**src/pkg/timer_pkg.sv**
```systemverilog
// Purpose: Shared constants and types for the dual timer/counter core
// Assumes: clk is the oscillator clock; registers are 8 bits in the low byte of a word
// Notes: Register map is word indexed; byte address is four times the index
package timer_pkg;
  localparam int NUM_CHAN = 2;
  localparam logic [2:0] IDX_CTRL = 3'h0;
  localparam logic [2:0] IDX_MODE = 3'h1;
  localparam logic [2:0] IDX_CKCFG = 3'h2;
  localparam logic [2:0] IDX_COUNT_BASE = 3'h3;
  localparam int CTRL_TYPE_POS = 0;
  localparam int CTRL_EDGE_POS = 1;
  localparam int CTRL_RUN_POS = 4;
  localparam int CTRL_OVF_POS = 5;
  localparam int CTRL_STRIDE = 2;
  localparam int MODE_FIELD_W = 4;
  localparam int MODE_SRC_POS = 2;
  localparam int MODE_GATE_POS = 3;
  localparam int CKCFG_X2_POS = 2;
  localparam logic [7:0] CTRL_RST = 8'h00;
  localparam logic [7:0] MODE_RST = 8'h00;
  localparam logic [2:0] CKCFG_RST = 3'h0;
  localparam logic [7:0] COUNT_RST = 8'h00;
  // Pins idle high; synchronisers start there so reset shows no false edge
  localparam logic PIN_IDLE = 1'b1;
  localparam int PER_CYCLE_TIM = 6;
  localparam int OSC_DIV = 2;
  localparam logic [3:0] TICK_SLOW = 4'(PER_CYCLE_TIM * OSC_DIV);
  localparam logic [3:0] TICK_FAST = 4'(PER_CYCLE_TIM);

  typedef enum logic [1:0] {
    MODE_13BIT = 2'b00,
    MODE_16BIT = 2'b01,
    MODE_RELOAD = 2'b10,
    MODE_HOLD = 2'b11
  } count_mode_t;

  typedef struct packed {
    logic gate_enable;
    logic count_src;
    count_mode_t mode_sel;
  } chan_mode_t;

  typedef struct packed {
    logic overflow_flag;
    logic [7:0] count_high_byte;
    logic [7:0] count_low_byte;
  } count_state_t;

  // One count event applied to a channel
  function automatic count_state_t count_step(count_mode_t m, logic [7:0] hi, logic [7:0] lo);
    count_state_t r;
    r.overflow_flag = 1'b0;
    r.count_high_byte = hi;
    r.count_low_byte = lo;
    case (m)
      MODE_13BIT:
      begin
        // Upper three bits ride along untouched
        r.count_low_byte = {lo[7:5], lo[4:0] + 5'h01};
        if (lo[4:0] == 5'h1f)
        begin
          r.count_high_byte = hi + 8'h01;
          r.overflow_flag = (hi == 8'hff);
        end
      end
      MODE_16BIT:
      begin
        {r.count_high_byte, r.count_low_byte} = {hi, lo} + 16'h0001;
        r.overflow_flag = ({hi, lo} == 16'hffff);
      end
      MODE_RELOAD:
      begin
        if (lo == 8'hff)
        begin
          r.count_low_byte = hi;
          r.overflow_flag = 1'b1;
        end
        else
        begin
          r.count_low_byte = lo + 8'h01;
        end
      end
      default:
      begin
        r.overflow_flag = 1'b0;
      end
    endcase
    return r;
  endfunction : count_step
endpackage : timer_pkg

```
**src/design/dual_timer_counter_core.sv**
```systemverilog
// Purpose: Two channel timer/counter with Avalon-MM register access
// Assumes: clk is the oscillator clock; pins are asynchronous to it
// Notes: Mode 3 holds the count on both channels; one wait cycle per access
`timescale 1ns/1ns
`default_nettype none
module dual_timer_counter_core (
  input wire logic clk,
  input wire logic reset_n,
  input wire logic [2:0] address,
  input wire logic read,
  input wire logic write,
  input wire logic [31:0] writedata,
  input wire logic [3:0] byteenable,
  output logic [31:0] readdata,
  output logic waitrequest,
  input wire logic [timer_pkg::NUM_CHAN-1:0] count_pin,
  input wire logic [timer_pkg::NUM_CHAN-1:0] external_gate_input,
  input wire logic [timer_pkg::NUM_CHAN-1:0] irq_ack,
  output logic [timer_pkg::NUM_CHAN-1:0] irq_req
);
  import timer_pkg::*;

  logic waitrequest_ff;
  logic [31:0] readdata_ff;
  logic [7:0] mode_ff;
  logic [2:0] ckcfg_ff;
  logic [NUM_CHAN-1:0] run_ff;
  logic [NUM_CHAN-1:0] type_ff;
  logic [NUM_CHAN-1:0] edge_ff;
  logic [NUM_CHAN-1:0] ovf_ff;
  logic [7:0] low_ff [NUM_CHAN];
  logic [7:0] high_ff [NUM_CHAN];
  logic [2:0] cnt_sync_ff [NUM_CHAN];
  logic [2:0] gate_sync_ff [NUM_CHAN];
  logic [NUM_CHAN-1:0] cnt_lvl_ff;
  logic [NUM_CHAN-1:0] gate_lvl_ff;
  logic [NUM_CHAN-1:0] gate_prev_ff;
  logic [NUM_CHAN-1:0] cnt_smp_ff;
  logic [3:0] div_ff [NUM_CHAN];
  logic [NUM_CHAN-1:0] tick_ff;
  logic [NUM_CHAN-1:0] slow;
  logic [NUM_CHAN-1:0] inc;
  logic [NUM_CHAN-1:0] ovf_set;
  count_state_t nxt_count [NUM_CHAN];
  chan_mode_t cfg [NUM_CHAN];
  logic wr_en;
  logic [7:0] rd_byte;

  function automatic logic [2:0] count_idx(int ch, logic hi);
    return 3'(int'(IDX_COUNT_BASE) + 2 * ch + int'(hi));
  endfunction : count_idx

  assign readdata = readdata_ff;
  assign waitrequest = waitrequest_ff;
  assign irq_req = ovf_ff;
  // Write lands only at the edge where waitrequest is seen low, and only with byte lane 0 enabled
  assign wr_en = write && !waitrequest_ff && byteenable[0];

  // Bus handshake: one wait cycle, then a one-cycle answer
  always_ff @(posedge clk)
  begin
    if (!reset_n)
    begin
      waitrequest_ff <= 1'b1;
      readdata_ff <= 32'h0;
    end
    else if ((read || write) && waitrequest_ff)
    begin
      waitrequest_ff <= 1'b0;
      readdata_ff <= {24'h0, rd_byte};
    end
    else
      waitrequest_ff <= 1'b1;
  end

  always_comb
  begin
    rd_byte = 8'h00;
    if (address == IDX_CTRL)
    begin
      for (int i = 0; i < NUM_CHAN; i++)
      begin
        rd_byte[CTRL_TYPE_POS + CTRL_STRIDE * i] = type_ff[i];
        rd_byte[CTRL_EDGE_POS + CTRL_STRIDE * i] = edge_ff[i];
        rd_byte[CTRL_RUN_POS + CTRL_STRIDE * i] = run_ff[i];
        rd_byte[CTRL_OVF_POS + CTRL_STRIDE * i] = ovf_ff[i];
      end
    end
    else if (address == IDX_MODE)
      rd_byte = mode_ff;
    else if (address == IDX_CKCFG)
      rd_byte = {5'h00, ckcfg_ff};
    else
    begin
      for (int i = 0; i < NUM_CHAN; i++)
      begin
        if (address == count_idx(i, 1'b0))
          rd_byte = low_ff[i];
        if (address == count_idx(i, 1'b1))
          rd_byte = high_ff[i];
      end
    end
  end
  // Mode and clock configuration; stop the channel first
  always_ff @(posedge clk)
  begin
    if (!reset_n)
    begin
      mode_ff <= MODE_RST;
      ckcfg_ff <= CKCFG_RST;
    end
    else if (wr_en && address == IDX_MODE)
      mode_ff <= writedata[7:0];
    else if (wr_en && address == IDX_CKCFG)
      ckcfg_ff <= writedata[2:0];
  end
  // Pin synchronisers; a level is taken once stages two and three agree
  // Idle-level reset keeps the level-type gate flag from rising after reset
  always_ff @(posedge clk)
  begin
    if (!reset_n)
    begin
      for (int i = 0; i < NUM_CHAN; i++)
      begin
        cnt_sync_ff[i] <= {3{PIN_IDLE}};
        gate_sync_ff[i] <= {3{PIN_IDLE}};
      end
      cnt_lvl_ff <= {NUM_CHAN{PIN_IDLE}};
      gate_lvl_ff <= {NUM_CHAN{PIN_IDLE}};
    end
    else
    begin
      for (int i = 0; i < NUM_CHAN; i++)
      begin
        cnt_sync_ff[i] <= {cnt_sync_ff[i][1:0], count_pin[i]};
        gate_sync_ff[i] <= {gate_sync_ff[i][1:0], external_gate_input[i]};
        if (cnt_sync_ff[i][1] == cnt_sync_ff[i][2])
          cnt_lvl_ff[i] <= cnt_sync_ff[i][2];
        if (gate_sync_ff[i][1] == gate_sync_ff[i][2])
          gate_lvl_ff[i] <= gate_sync_ff[i][2];
      end
    end
  end

  // Peripheral cycle tick per channel
  always_comb
  begin
    for (int i = 0; i < NUM_CHAN; i++)
    begin
      slow[i] = ckcfg_ff[i] || !ckcfg_ff[CKCFG_X2_POS];
      cfg[i] = chan_mode_t'(mode_ff[MODE_FIELD_W * i +: MODE_FIELD_W]);
    end
  end

  always_ff @(posedge clk)
  begin
    if (!reset_n)
    begin
      for (int i = 0; i < NUM_CHAN; i++)
        div_ff[i] <= 4'h0;
      tick_ff <= '0;
    end
    else
    begin
      for (int i = 0; i < NUM_CHAN; i++)
        // Six timer clocks per peripheral cycle
        if (div_ff[i] >= (slow[i] ? TICK_SLOW : TICK_FAST) - 4'h1)
        begin
          div_ff[i] <= 4'h0;
          tick_ff[i] <= 1'b1;
        end
        else
        begin
          div_ff[i] <= div_ff[i] + 4'h1;
          tick_ff[i] <= 1'b0;
        end
    end
  end
  // Count pin sampled once per peripheral cycle
  always_ff @(posedge clk)
  begin
    if (!reset_n)
    begin
      cnt_smp_ff <= '0;
      gate_prev_ff <= {NUM_CHAN{PIN_IDLE}};
    end
    else
    begin
      gate_prev_ff <= gate_lvl_ff;
      for (int i = 0; i < NUM_CHAN; i++)
        if (tick_ff[i])
          cnt_smp_ff[i] <= cnt_lvl_ff[i];
    end
  end

  always_comb
  begin
    for (int i = 0; i < NUM_CHAN; i++)
    begin
      // Falling edge needs two samples, so at most one count per two cycles
      inc[i] = tick_ff[i] && run_ff[i]
        && (!cfg[i].gate_enable || gate_lvl_ff[i])
        && (cfg[i].count_src ? (cnt_smp_ff[i] && !cnt_lvl_ff[i]) : 1'b1);
      nxt_count[i] = count_step(cfg[i].mode_sel, high_ff[i], low_ff[i]);
      ovf_set[i] = inc[i] && nxt_count[i].overflow_flag;
    end
  end
  // Count bytes; a software preset wins over a count event
  always_ff @(posedge clk)
  begin
    if (!reset_n)
    begin
      for (int i = 0; i < NUM_CHAN; i++)
      begin
        low_ff[i] <= COUNT_RST;
        high_ff[i] <= COUNT_RST;
      end
    end
    else
    begin
      for (int i = 0; i < NUM_CHAN; i++)
      begin
        if (inc[i])
        begin
          low_ff[i] <= nxt_count[i].count_low_byte;
          high_ff[i] <= nxt_count[i].count_high_byte;
        end
        // Presets while running are the user's hazard
        if (wr_en && address == count_idx(i, 1'b0))
          low_ff[i] <= writedata[7:0];
        if (wr_en && address == count_idx(i, 1'b1))
          high_ff[i] <= writedata[7:0];
      end
    end
  end

  // Run and interrupt type bits; setting run touches no count
  always_ff @(posedge clk)
  begin
    if (!reset_n)
    begin
      run_ff <= CTRL_RST[NUM_CHAN-1:0];
      type_ff <= CTRL_RST[NUM_CHAN-1:0];
    end
    else if (wr_en && address == IDX_CTRL)
    begin
      for (int i = 0; i < NUM_CHAN; i++)
      begin
        run_ff[i] <= writedata[CTRL_RUN_POS + CTRL_STRIDE * i];
        type_ff[i] <= writedata[CTRL_TYPE_POS + CTRL_STRIDE * i];
      end
    end
  end
  // Overflow flags: hardware set wins over acknowledge and software clear
  always_ff @(posedge clk)
  begin
    if (!reset_n)
      ovf_ff <= CTRL_RST[NUM_CHAN-1:0];
    else
    begin
      for (int i = 0; i < NUM_CHAN; i++)
        if (ovf_set[i])
          ovf_ff[i] <= 1'b1;
        else if (wr_en && address == IDX_CTRL)
          ovf_ff[i] <= writedata[CTRL_OVF_POS + CTRL_STRIDE * i];
        else if (irq_ack[i])
          ovf_ff[i] <= 1'b0;
    end
  end
  // External interrupt flags on the gate pin: level or falling edge
  always_ff @(posedge clk)
  begin
    if (!reset_n)
      edge_ff <= CTRL_RST[NUM_CHAN-1:0];
    else
    begin
      for (int i = 0; i < NUM_CHAN; i++)
        if (!type_ff[i])
          edge_ff[i] <= !gate_lvl_ff[i];
        else if (gate_prev_ff[i] && !gate_lvl_ff[i])
          edge_ff[i] <= 1'b1;
        else if (wr_en && address == IDX_CTRL)
          edge_ff[i] <= writedata[CTRL_EDGE_POS + CTRL_STRIDE * i];
    end
  end
endmodule : dual_timer_counter_core
`default_nettype wire

```
**config.mk**
```make
export PLATFORM = sky130hd
export DESIGN_NAME = dual_timer_counter_core
export DESIGN_NICKNAME = d
export VERILOG_FILES = /design/src/pkg/timer_pkg.sv /design/src/design/dual_timer_counter_core.sv
export SDC_FILE = /design/constraint.sdc
export NUM_CORES = 1
export LEC_CHECK = 0
export BUFFER_PORTS_ARGS = -buffer_cell sky130_fd_sc_hd__buf_2
export CELL_PAD_IN_SITES_DETAIL_PLACEMENT = 1
export CELL_PAD_IN_SITES_GLOBAL_PLACEMENT = 1
export CORE_AREA = 2 2 111 113
export DETAILED_ROUTE_END_ITERATION = 6
export DIE_AREA = 0 0 113 115
export GPL_ROUTABILITY_DRIVEN = 0
export GPL_TIMING_DRIVEN = 0
export PLACE_DENSITY = 0.92
export SLEW_MARGIN = 10
export SYNTH_ARGS = -nofsm -noshare
export SYNTH_HDL_FRONTEND = slang
export SYNTH_SLANG_ARGS = --single-unit
```
**constraint.sdc**
```tcl
create_clock -name clk -period 3.5 [get_ports clk]
set_clock_uncertainty 0.15 [all_clocks]
set_input_delay 0.525 -clock clk [delete_from_list [all_inputs] [get_ports clk]]
set_output_delay 0.525 -clock clk [all_outputs]
set_load 0.005 [all_outputs]
```
# Word level (Yosys, flattened, before mapping)
# Memories as Yosys holds them, arrays and structs flattened.
# Index checks and enable logic that the tools add are counted.
# word_totals
ff_bits	38
mem_bits_rw	52
inputBits	49
output_inout_bits	35
word_cells	203
memories	5
# op_classes
add_sub_neg	12
n_lt_le_gt_ge	2
n_eq_ne	24
muxes	84
bitwise	17
n_reduce_logical	41
# memory_table
name	words	width	rd	rd_ports_with_merged_regs	write_ports	line_no	text
high_ff	2	8	2	0	2	dual_timer_counter_core.sv:32	logic [7:0] high_ff [NUM_CHAN];
low_ff	2	8	2	0	2	dual_timer_counter_core.sv:31	logic [7:0] low_ff [NUM_CHAN];
div_ff	2	4	2	0	2	dual_timer_counter_core.sv:39	logic [3:0] div_ff [NUM_CHAN];
cnt_sync_ff	2	3	2	0	2	dual_timer_counter_core.sv:33	logic [2:0] cnt_sync_ff [NUM_CHAN];
gate_sync_ff	2	3	2	0	2	dual_timer_counter_core.sv:34	logic [2:0] gate_sync_ff [NUM_CHAN];
# ops
cell	n
2-to-1 mux 8 bit	17
2-to-1 mux 1 bit	49
case mux 8 bit (3 select lines)	2
adder 16 x 1 -> 16 bit, second input constant	2
adder 8 x 1 -> 8 bit, second input constant	4
== test 16 bit, second input constant	2
== test 8 bit, second input constant	4
case mux 8 bit (2 select lines)	2
2-to-1 mux 4 bit	6
logical AND 1 bit	22
2-to-1 mux 9 bit	2
OR 1 bit	16
2-to-1 mux 3 bit	4
adder 5 x 1 -> 5 bit, second input constant	2
== test 5 bit, second input constant	2
== test 3 bit, second input constant	3
adder 4 x 1 -> 4 bit, second input constant	2
>= comparator 4 bit	2
zero test 1 bit	8
subtractor 4 x 1 -> 4 bit, second input constant	2
== test 3 x 2 -> 1 bit, second input constant	2
inequality test 3 x 1 -> 1 bit, second input constant	2
case mux 1 bit (3 select lines)	2
nonzero test 3 bit	2
9 further kinds	19

# Longest topological paths before layout
# Gate-level depths: netlist (run 1).
# depth
ltp_word	10
mapped_depth	8
depth_no_buf	8

# Worst setup path before layout (run 1)
# Ideal clock, no wire load.
# synth_path
kind	input to register
startpoint	in address[0]
endpoint	mem high_ff[1][0] (enable)
setup_ns	0.384
t_arrival_ns	1.749
required_ns	2.966
path_slack_ns	1.217
stages	6
n_path_buf	2
cell_sequence	buf_6 > and4bb_4 > and4_1 > clkbuf_1 > nor2_2 > o21ai_0
# synth_rtl
item	line_no	text
from (decl)	dual_timer_counter_core.sv:9	input wire logic [2:0] address,
to (decl)	dual_timer_counter_core.sv:32	

==> results of run 1 <==
[worst max-delay path, cell delays in order, from the launching register on]
cell and delay (ns):
edfxtp_1 0.45, ha_1 0.30, and3_1 0.21, ha_1 0.28, mux2i_1 0.11, o21ai_0 0.88
[cells by family (layout without fill, tap and decap cells)]
logic type / after synthesis / after routing
buffers and inverters: 65 / 112
adder cells (fa/ha/maj): 21 / 21
XOR/XNOR: 24 / 24
AND/OR/NAND/NOR: 201 / 201
multiplexers: 35 / 35
flip-flops: 90 / 90
other: 2 / 32
AO/OA/AOI/OAI: 134 / 134
[final timing paths]
path                                    to                          start  slack [ns]
min           cnt_sync_ff[0][3]$_SDFF_PN1_                   count_pin[1]        0.20
min reg2reg  gate_sync_ff[0][4]$_SDFF_PN1_  gate_sync_ff[0][3]$_SDFF_PN1_        0.26
max reg2reg        high_ff[1][3]$_DFFE_PP_         low_ff[1][0]$_DFFE_PP_        0.74
max                high_ff[1][3]$_DFFE_PP_         low_ff[1][0]$_DFFE_PP_        0.74
[through the flow]
stage	instances	hold slack, ns	setup WS [ns]
6_report	796	0.198	0.740
5_1_grt	796	0.219	0.574
4_1_cts	796	0.193	0.790
3_5_place_dp	780	0.251	0.783
3_3_place_gp	780	0.238	0.847
2_1_floorplan	602	0.236	1.22
[cells in the final DEF (no fill, tap or decap), drive strengths merged, types with 16 or more instances in the layout]
master	instances
mux2i	26
nor2	34
nand2	55
clkbuf	23
nor2b	25
dfxtp	50
a21oi	24
inv	24
xnor2	16
conb	32
buf	64
edfxtp	40
nand3	18
o21ai	37
ha	21
nand2b	17
[power by group through the flow]
stage / registers [mW] / clock network (mW) / logic [mW]
2_1_floorplan: 1.19 / 0 / 0.152
4_1_cts: 1.18 / 1.07 / 0.231
6_report: 1.18 / 1.05 / 0.235
3_3_place_gp: 1.20 / 0 / 0.214
3_5_place_dp: 1.20 / 0 / 0.225
5_1_grt: 1.18 / 1.09 / 0.257
[flip-flops by register name (all words and copies together), names as in the netlist]
| name | cells |
|---|---|
| gate_sync_ff | 6 |
| edge_ff | 2 |
| cnt_smp_ff | 2 |
| cnt_lvl_ff | 2 |
| tick_ff | 2 |
| gate_lvl_ff | 2 |
| mode_ff | 8 |
| div_ff | 8 |
| ckcfg_ff | 3 |
| cnt_sync_ff | 6 |
| type_ff | 2 |
| low_ff | 16 |
| waitrequest | 1 |
| run_ff | 2 |
| readdata | 8 |
| high_ff | 16 |
| gate_prev_ff | 2 |
| irq_req | 2 |
[metal layers]
metal  vias to the layer above  GRT usage [%]  routed length, um
li1                       2185              -                  -
met1                      2397           33.8               6850
met2                       243           47.2               8360
met3                        70           3.69               1340
met4                         0           14.0                827
met5                         -              0                  0
[final cells by class]
type / count / area, um^2
clock buffers: 12 / 289
fillers: 1363 / 5490
multi-input cells: 447 / 3080
inverters: 21 / 78.8
plain buffers: 44 / 290
repair buffers: 31 / 155
well taps: 147 / 184
flip-flops and latches: 90 / 2200
clock inverters: 4 / 35.0
==> impl_metrics.yaml, run 1 <==
logic_synthesis:
  synth.cell_area_um2: 5540
  synth_xor_area_share_pct: 3.79
  synth_mux_area_share_pct: 8.22
  ys_seq_elements: 90
  synthCells: 572
  synthTopCellsByArea: "edfxtp_1 22%, dfxtp_1 18%, ha_1 4.7%, mux2i_1 4.7%, buf_4 3.7%"
  synthAdderAreaFrac_pct: 4.74
  synthArstFlopShare_pct: 0
  synth_top_family_by_area: "simple AND/OR/NAND/NOR gates"
  synth.top_cells.by_count: "54 x nand2_1, 50 x dfxtp_1, 40 x edfxtp_1, 32 x nor2_1, 27 x buf_4"
  synth_top_area_share_pct: 21.7
  synth.most_common_cell: "nand2_1"
  synth-simple-area-share_pct: 19.6
  yosysTopAreaCell: "edfxtp_1"
  syn_area_per_cell_um2: 9.69
  yosysSeqAreaShare_pct: 39.7
  yosysUniqueCellTypes: 75
  synth-compound-area-share_pct: 17.2
  yosys_warnings: 0
  synth-edff-count: 40
  synth_ff_type: "dfxtp_1"
sta:
  slew_violations: 0
  worstMarginPinSlew_ns: 1.13
  period_needed_ns: 2.76
  fin_crit_sh_pct: 78.9
  slew_headroom_pct: 24.1
  hold_viol: 0
  rsz0062_at_grt: "no"
  setup_viol: 0
  max_freq_ghz: 0.362
  timing.setup.tns_ns: 0
placement:
  placed_area_um2: 5990
  io_buffer_count: 31
  dpl.hpwl_um: 12600
cts:
  htreeDepth: 3
  clkLatencyLatePin_ns: 0.35
  clockBufferDepth: 2
  cts.sinks: 90
  postCtsSetupRepairBufs: 0
  ctsHoldBuffers: 0
  tritoncts: "done"
  ctsResizeCount: 0
  clk_pin_slew_ns: 0.07
  clock-root-buffer: "clkbuf_16"
  cts_made_buffers: 9
hold_path:
  hp-class: "input pin to flip-flop"
  holdPathStages: 2
cells_and_area:
  area.growth.synth_to_final_pct: 14.0
  nets: 714
  postLayoutCoreUtil_pct: 53.5
  num_antenna_cells: 0
  drive_gt1_share_pct: 17.4
  finalInstanceArea_um2: 6320
grt:
  grt_pass1_wl_um: 27400
  grt_usage_pct: 27.4
  grt_overflow_total: 0
  grt_max_degree: 17
  grt_pass1_vias: 5065
  antenna_found_initial: 0
setup_path:
  crit_type: "flip-flop to flip-flop"
  critical_path.max_fanout: 8
  crit_required_ns: 3.32
  arrival_ns: 2.58
  endpoint_kind: "flip-flop"
  cp-start-kind: "flip-flop"
  ff2ff_path_depth: 5
power:
  seqPwrFrac_pct: 47.9
  p_total_mw: 2.46
  p_sw_mw: 0.630
  internal-power_mw: 1.83
  p_leak_nw: 2.55
  p_comb_share_pct: 9.6
  ir_worst_vdd_uv: 204
  clockPowerShare_pct: 42.5
  power_density_nw_per_um2: 390
  switching_share_pct: 25.6
detailed_routing:
  wl_per_cell_um: 21.8
  antenna_left: 0
  via_count: 4895
  dr.pass1.iters: 7
  drcViolationCount: 7
  routed_wl_um: 17400
  drtIter0Drc: 425
  vias_per_cell: 6.15
job:
  max-cap-violations: 0
floorplanning:
  ios: 84
  rows: 40
  start_util_pct: 46.9
  dieArea_um2: 13000
  die_y_um: 115
  die_x_um: 113
  core-area_um2: 11800
status:
  status: "finished, violations left"
  violations: "DRC"
(Power assumes the default switching activity.)
==> inputs of run 2 (changes only) <==
- CORE_AREA: 2 2 111 113 -> 2 2 121 123
- DIE_AREA: 0 0 113 115 -> 0 0 123 125
- PLACE_DENSITY: 0.92 -> 0.83
- clock period: 3.5 -> 2.4 ns (I/O delays scaled with it)
==> run 2 against run 1 <==
The flow now finishes without violations. First-iteration DRC count is 16% lower. Routed wire length fell by 1.1%. Clock power increased by 45%. Count of clock-buffer cells in the layout shrank 1. Non-clock buffer count rose by 1. Critical endpoint is now low_ff[0][4]$_SDFFCE_PN0P_. Maximum frequency grew 21%. Sequential share of layout area is 0.44 points lower.
==> impl_metrics.yaml, run 2 (synthesized netlist as in run 1, its figures left out) <==
cts:
  cts.sinks: 90
  ctsHoldBuffers: 0
  clk_pin_slew_ns: 0.07
  clockBufferDepth: 2
  clock-root-buffer: "clkbuf_16"
  tritoncts: "done"
  cts_made_buffers: 9
  htreeDepth: 3
  clkLatencyLatePin_ns: 0.35
hold_path:
  worstHoldStart: "external_gate_input[1]"
  hp-class: "input pin to flip-flop"
placement:
  dpl.hpwl_um: 12900
  io_buffer_count: 31
  placed_area_um2: 6040
setup_path:
  path_delay_family: "buffers and inverters"
  crit_type: "flip-flop to flip-flop"
  cp_slowest_cell: "dfxtp_1"
  arrival_ns: 2.23
  slowest_delay_ns: 0.42
  crit_path_start: "mode_ff[1]$_SDFFE_PN0P_"
  timing.rr.start: "mode_ff[1]$_SDFFE_PN0P_"
  crit_required_ns: 2.35
  cp_num_buf_inv: 3
  endpoint_kind: "flip-flop"
  cp_cell_sequence: "inv_1, ha_1, clkbuf_1, clkbuf_2, nor2_1, nand2_1, a22oi_1, o21ai_1"
  cp-start-kind: "flip-flop"
  critical_path.max_fanout: 10
detailed_routing:
  drcViolationCount: 0
  drtIter0Drc: 357
  vias_per_cell: 5.68
  dr.pass1.iters: 4
  wl_per_cell_um: 20.6
  via_count: 4739
  antenna_left: 0
  routed_wl_um: 17200
cells_and_area:
  finalInstanceArea_um2: 6400
  layout_common_cells: "54 x nand2_1, 50 x dfxtp_1, 40 x edfxtp_1"
  drive_gt1_share_pct: 18.2
  nets: 715
  num_antenna_cells: 0
  postLayoutCoreUtil_pct: 45.0
  reg_top3: "high_ff x16, low_ff x16"
  final_common_cell: "nand2_1"
  area.growth.synth_to_final_pct: 15.5
floorplanning:
  die_y_um: 125
  rows: 44
  start_util_pct: 39.0
  core-area_um2: 14200
  die_x_um: 123
  ios: 84
  dieArea_um2: 15400
sta:
  period_needed_ns: 2.28
  hold_ws_ns: 0.0385
  rsz0062_at_grt: "no"
  max_freq_ghz: 0.438
  slew_violations: 0
  setup_viol: 0
  fin_crit_sh_pct: 95.0
  hold_viol: 0
  slew_headroom_pct: 53.8
  worstMarginPinSlew_ns: 0.689
power:
  p_leak_nw: 2.55
  ir_worst_vdd_uv: 418
  power_density_nw_per_um2: 561
grt:
  grt_pass1_vias: 4933
  grt_overflow_total: 0
  antenna_found_initial: 0
  grt_pass1_wl_um: 27000
  grt_max_degree: 17
  grt_usage_pct: 23.3
job:
  max-cap-violations: 0
status:
  status: "complete, no violations"
-- run 2: changes by cell type in the layout (fill, tap and decap cells not counted), sizes merged --
| cell | change |
|---|---|
| clkbuf | -1 |
| clkinvlp | +1 |
| bufinv | +1 |
| buf | +1 |
| clkinv | -1 |
-- run 2: worst paths after layout --
kind	end	slack (ns)	cells after the start
max reg2reg	low_ff[0][4]$_SDFFCE_PN0P_	0.12	8
min reg2reg	cnt_sync_ff[0][1]$_SDFF_PN1_	0.26	1
min	gate_sync_ff[0][3]$_SDFF_PN1_	0.04	2
max	low_ff[0][4]$_SDFFCE_PN0P_	0.12	8
-- run 2: area by class of cell --
type	instances	area [um^2]
inverters	21	78.8
multi-input cells	447	3110
fillers	1648	7800
plain buffers	44	292
flip-flops and latches	90	2200
well taps	184	230
repair buffers	32	163
clock inverters	5	66.3
clock buffers	11	254
-- run 2: through the flow --
stage | cells | setup WS (ns) | power (mW) | TNS, ns
2_1_floorplan | 602 | 0.161 | 1.95 | 0
3_3_place_gp | 817 | -0.289 | 2.07 | -4.34
3_5_place_dp | 817 | -0.360 | 2.09 | -6.20
4_1_cts | 834 | 0.0106 | 3.61 | 0
5_1_grt | 834 | 0.00400 | 3.71 | 0
6_report | 834 | 0.119 | 3.59 | 0
-- run 2: timing repair --
item,CTS,global route
pin swaps,1,0
endpoints found under the setup margin,19,28
setup buffers,1,0
resized for setup,4,5
cloned,0,0
-- run 2: layer usage --
| layer | vias to the layer above | share of wire [%] | global-route usage [%] |
|---|---|---|---|
| li1 | 2185 | - | - |
| met1 | 2334 | 42 | 29.3 |
| met2 | 167 | 48 | 37.4 |
| met3 | 53 | 5.7 | 4.01 |
| met4 | 0 | 5.1 | 13.1 |
| met5 | - | 0 | 0 |
-- run 2: power breakdown --
| part | switching, mW | leakage (nW) | internal, mW | total (mW) |
|---|---|---|---|---|
| logic | 0.196 | 1.58 | 0.147 | 0.343 |
| clock network | 0.633 | 0.154 | 0.886 | 1.52 |
| registers | 0.0682 | 0.820 | 1.66 | 1.72 |
| total | 0.898 | 2.55 | 2.69 | 3.59 |
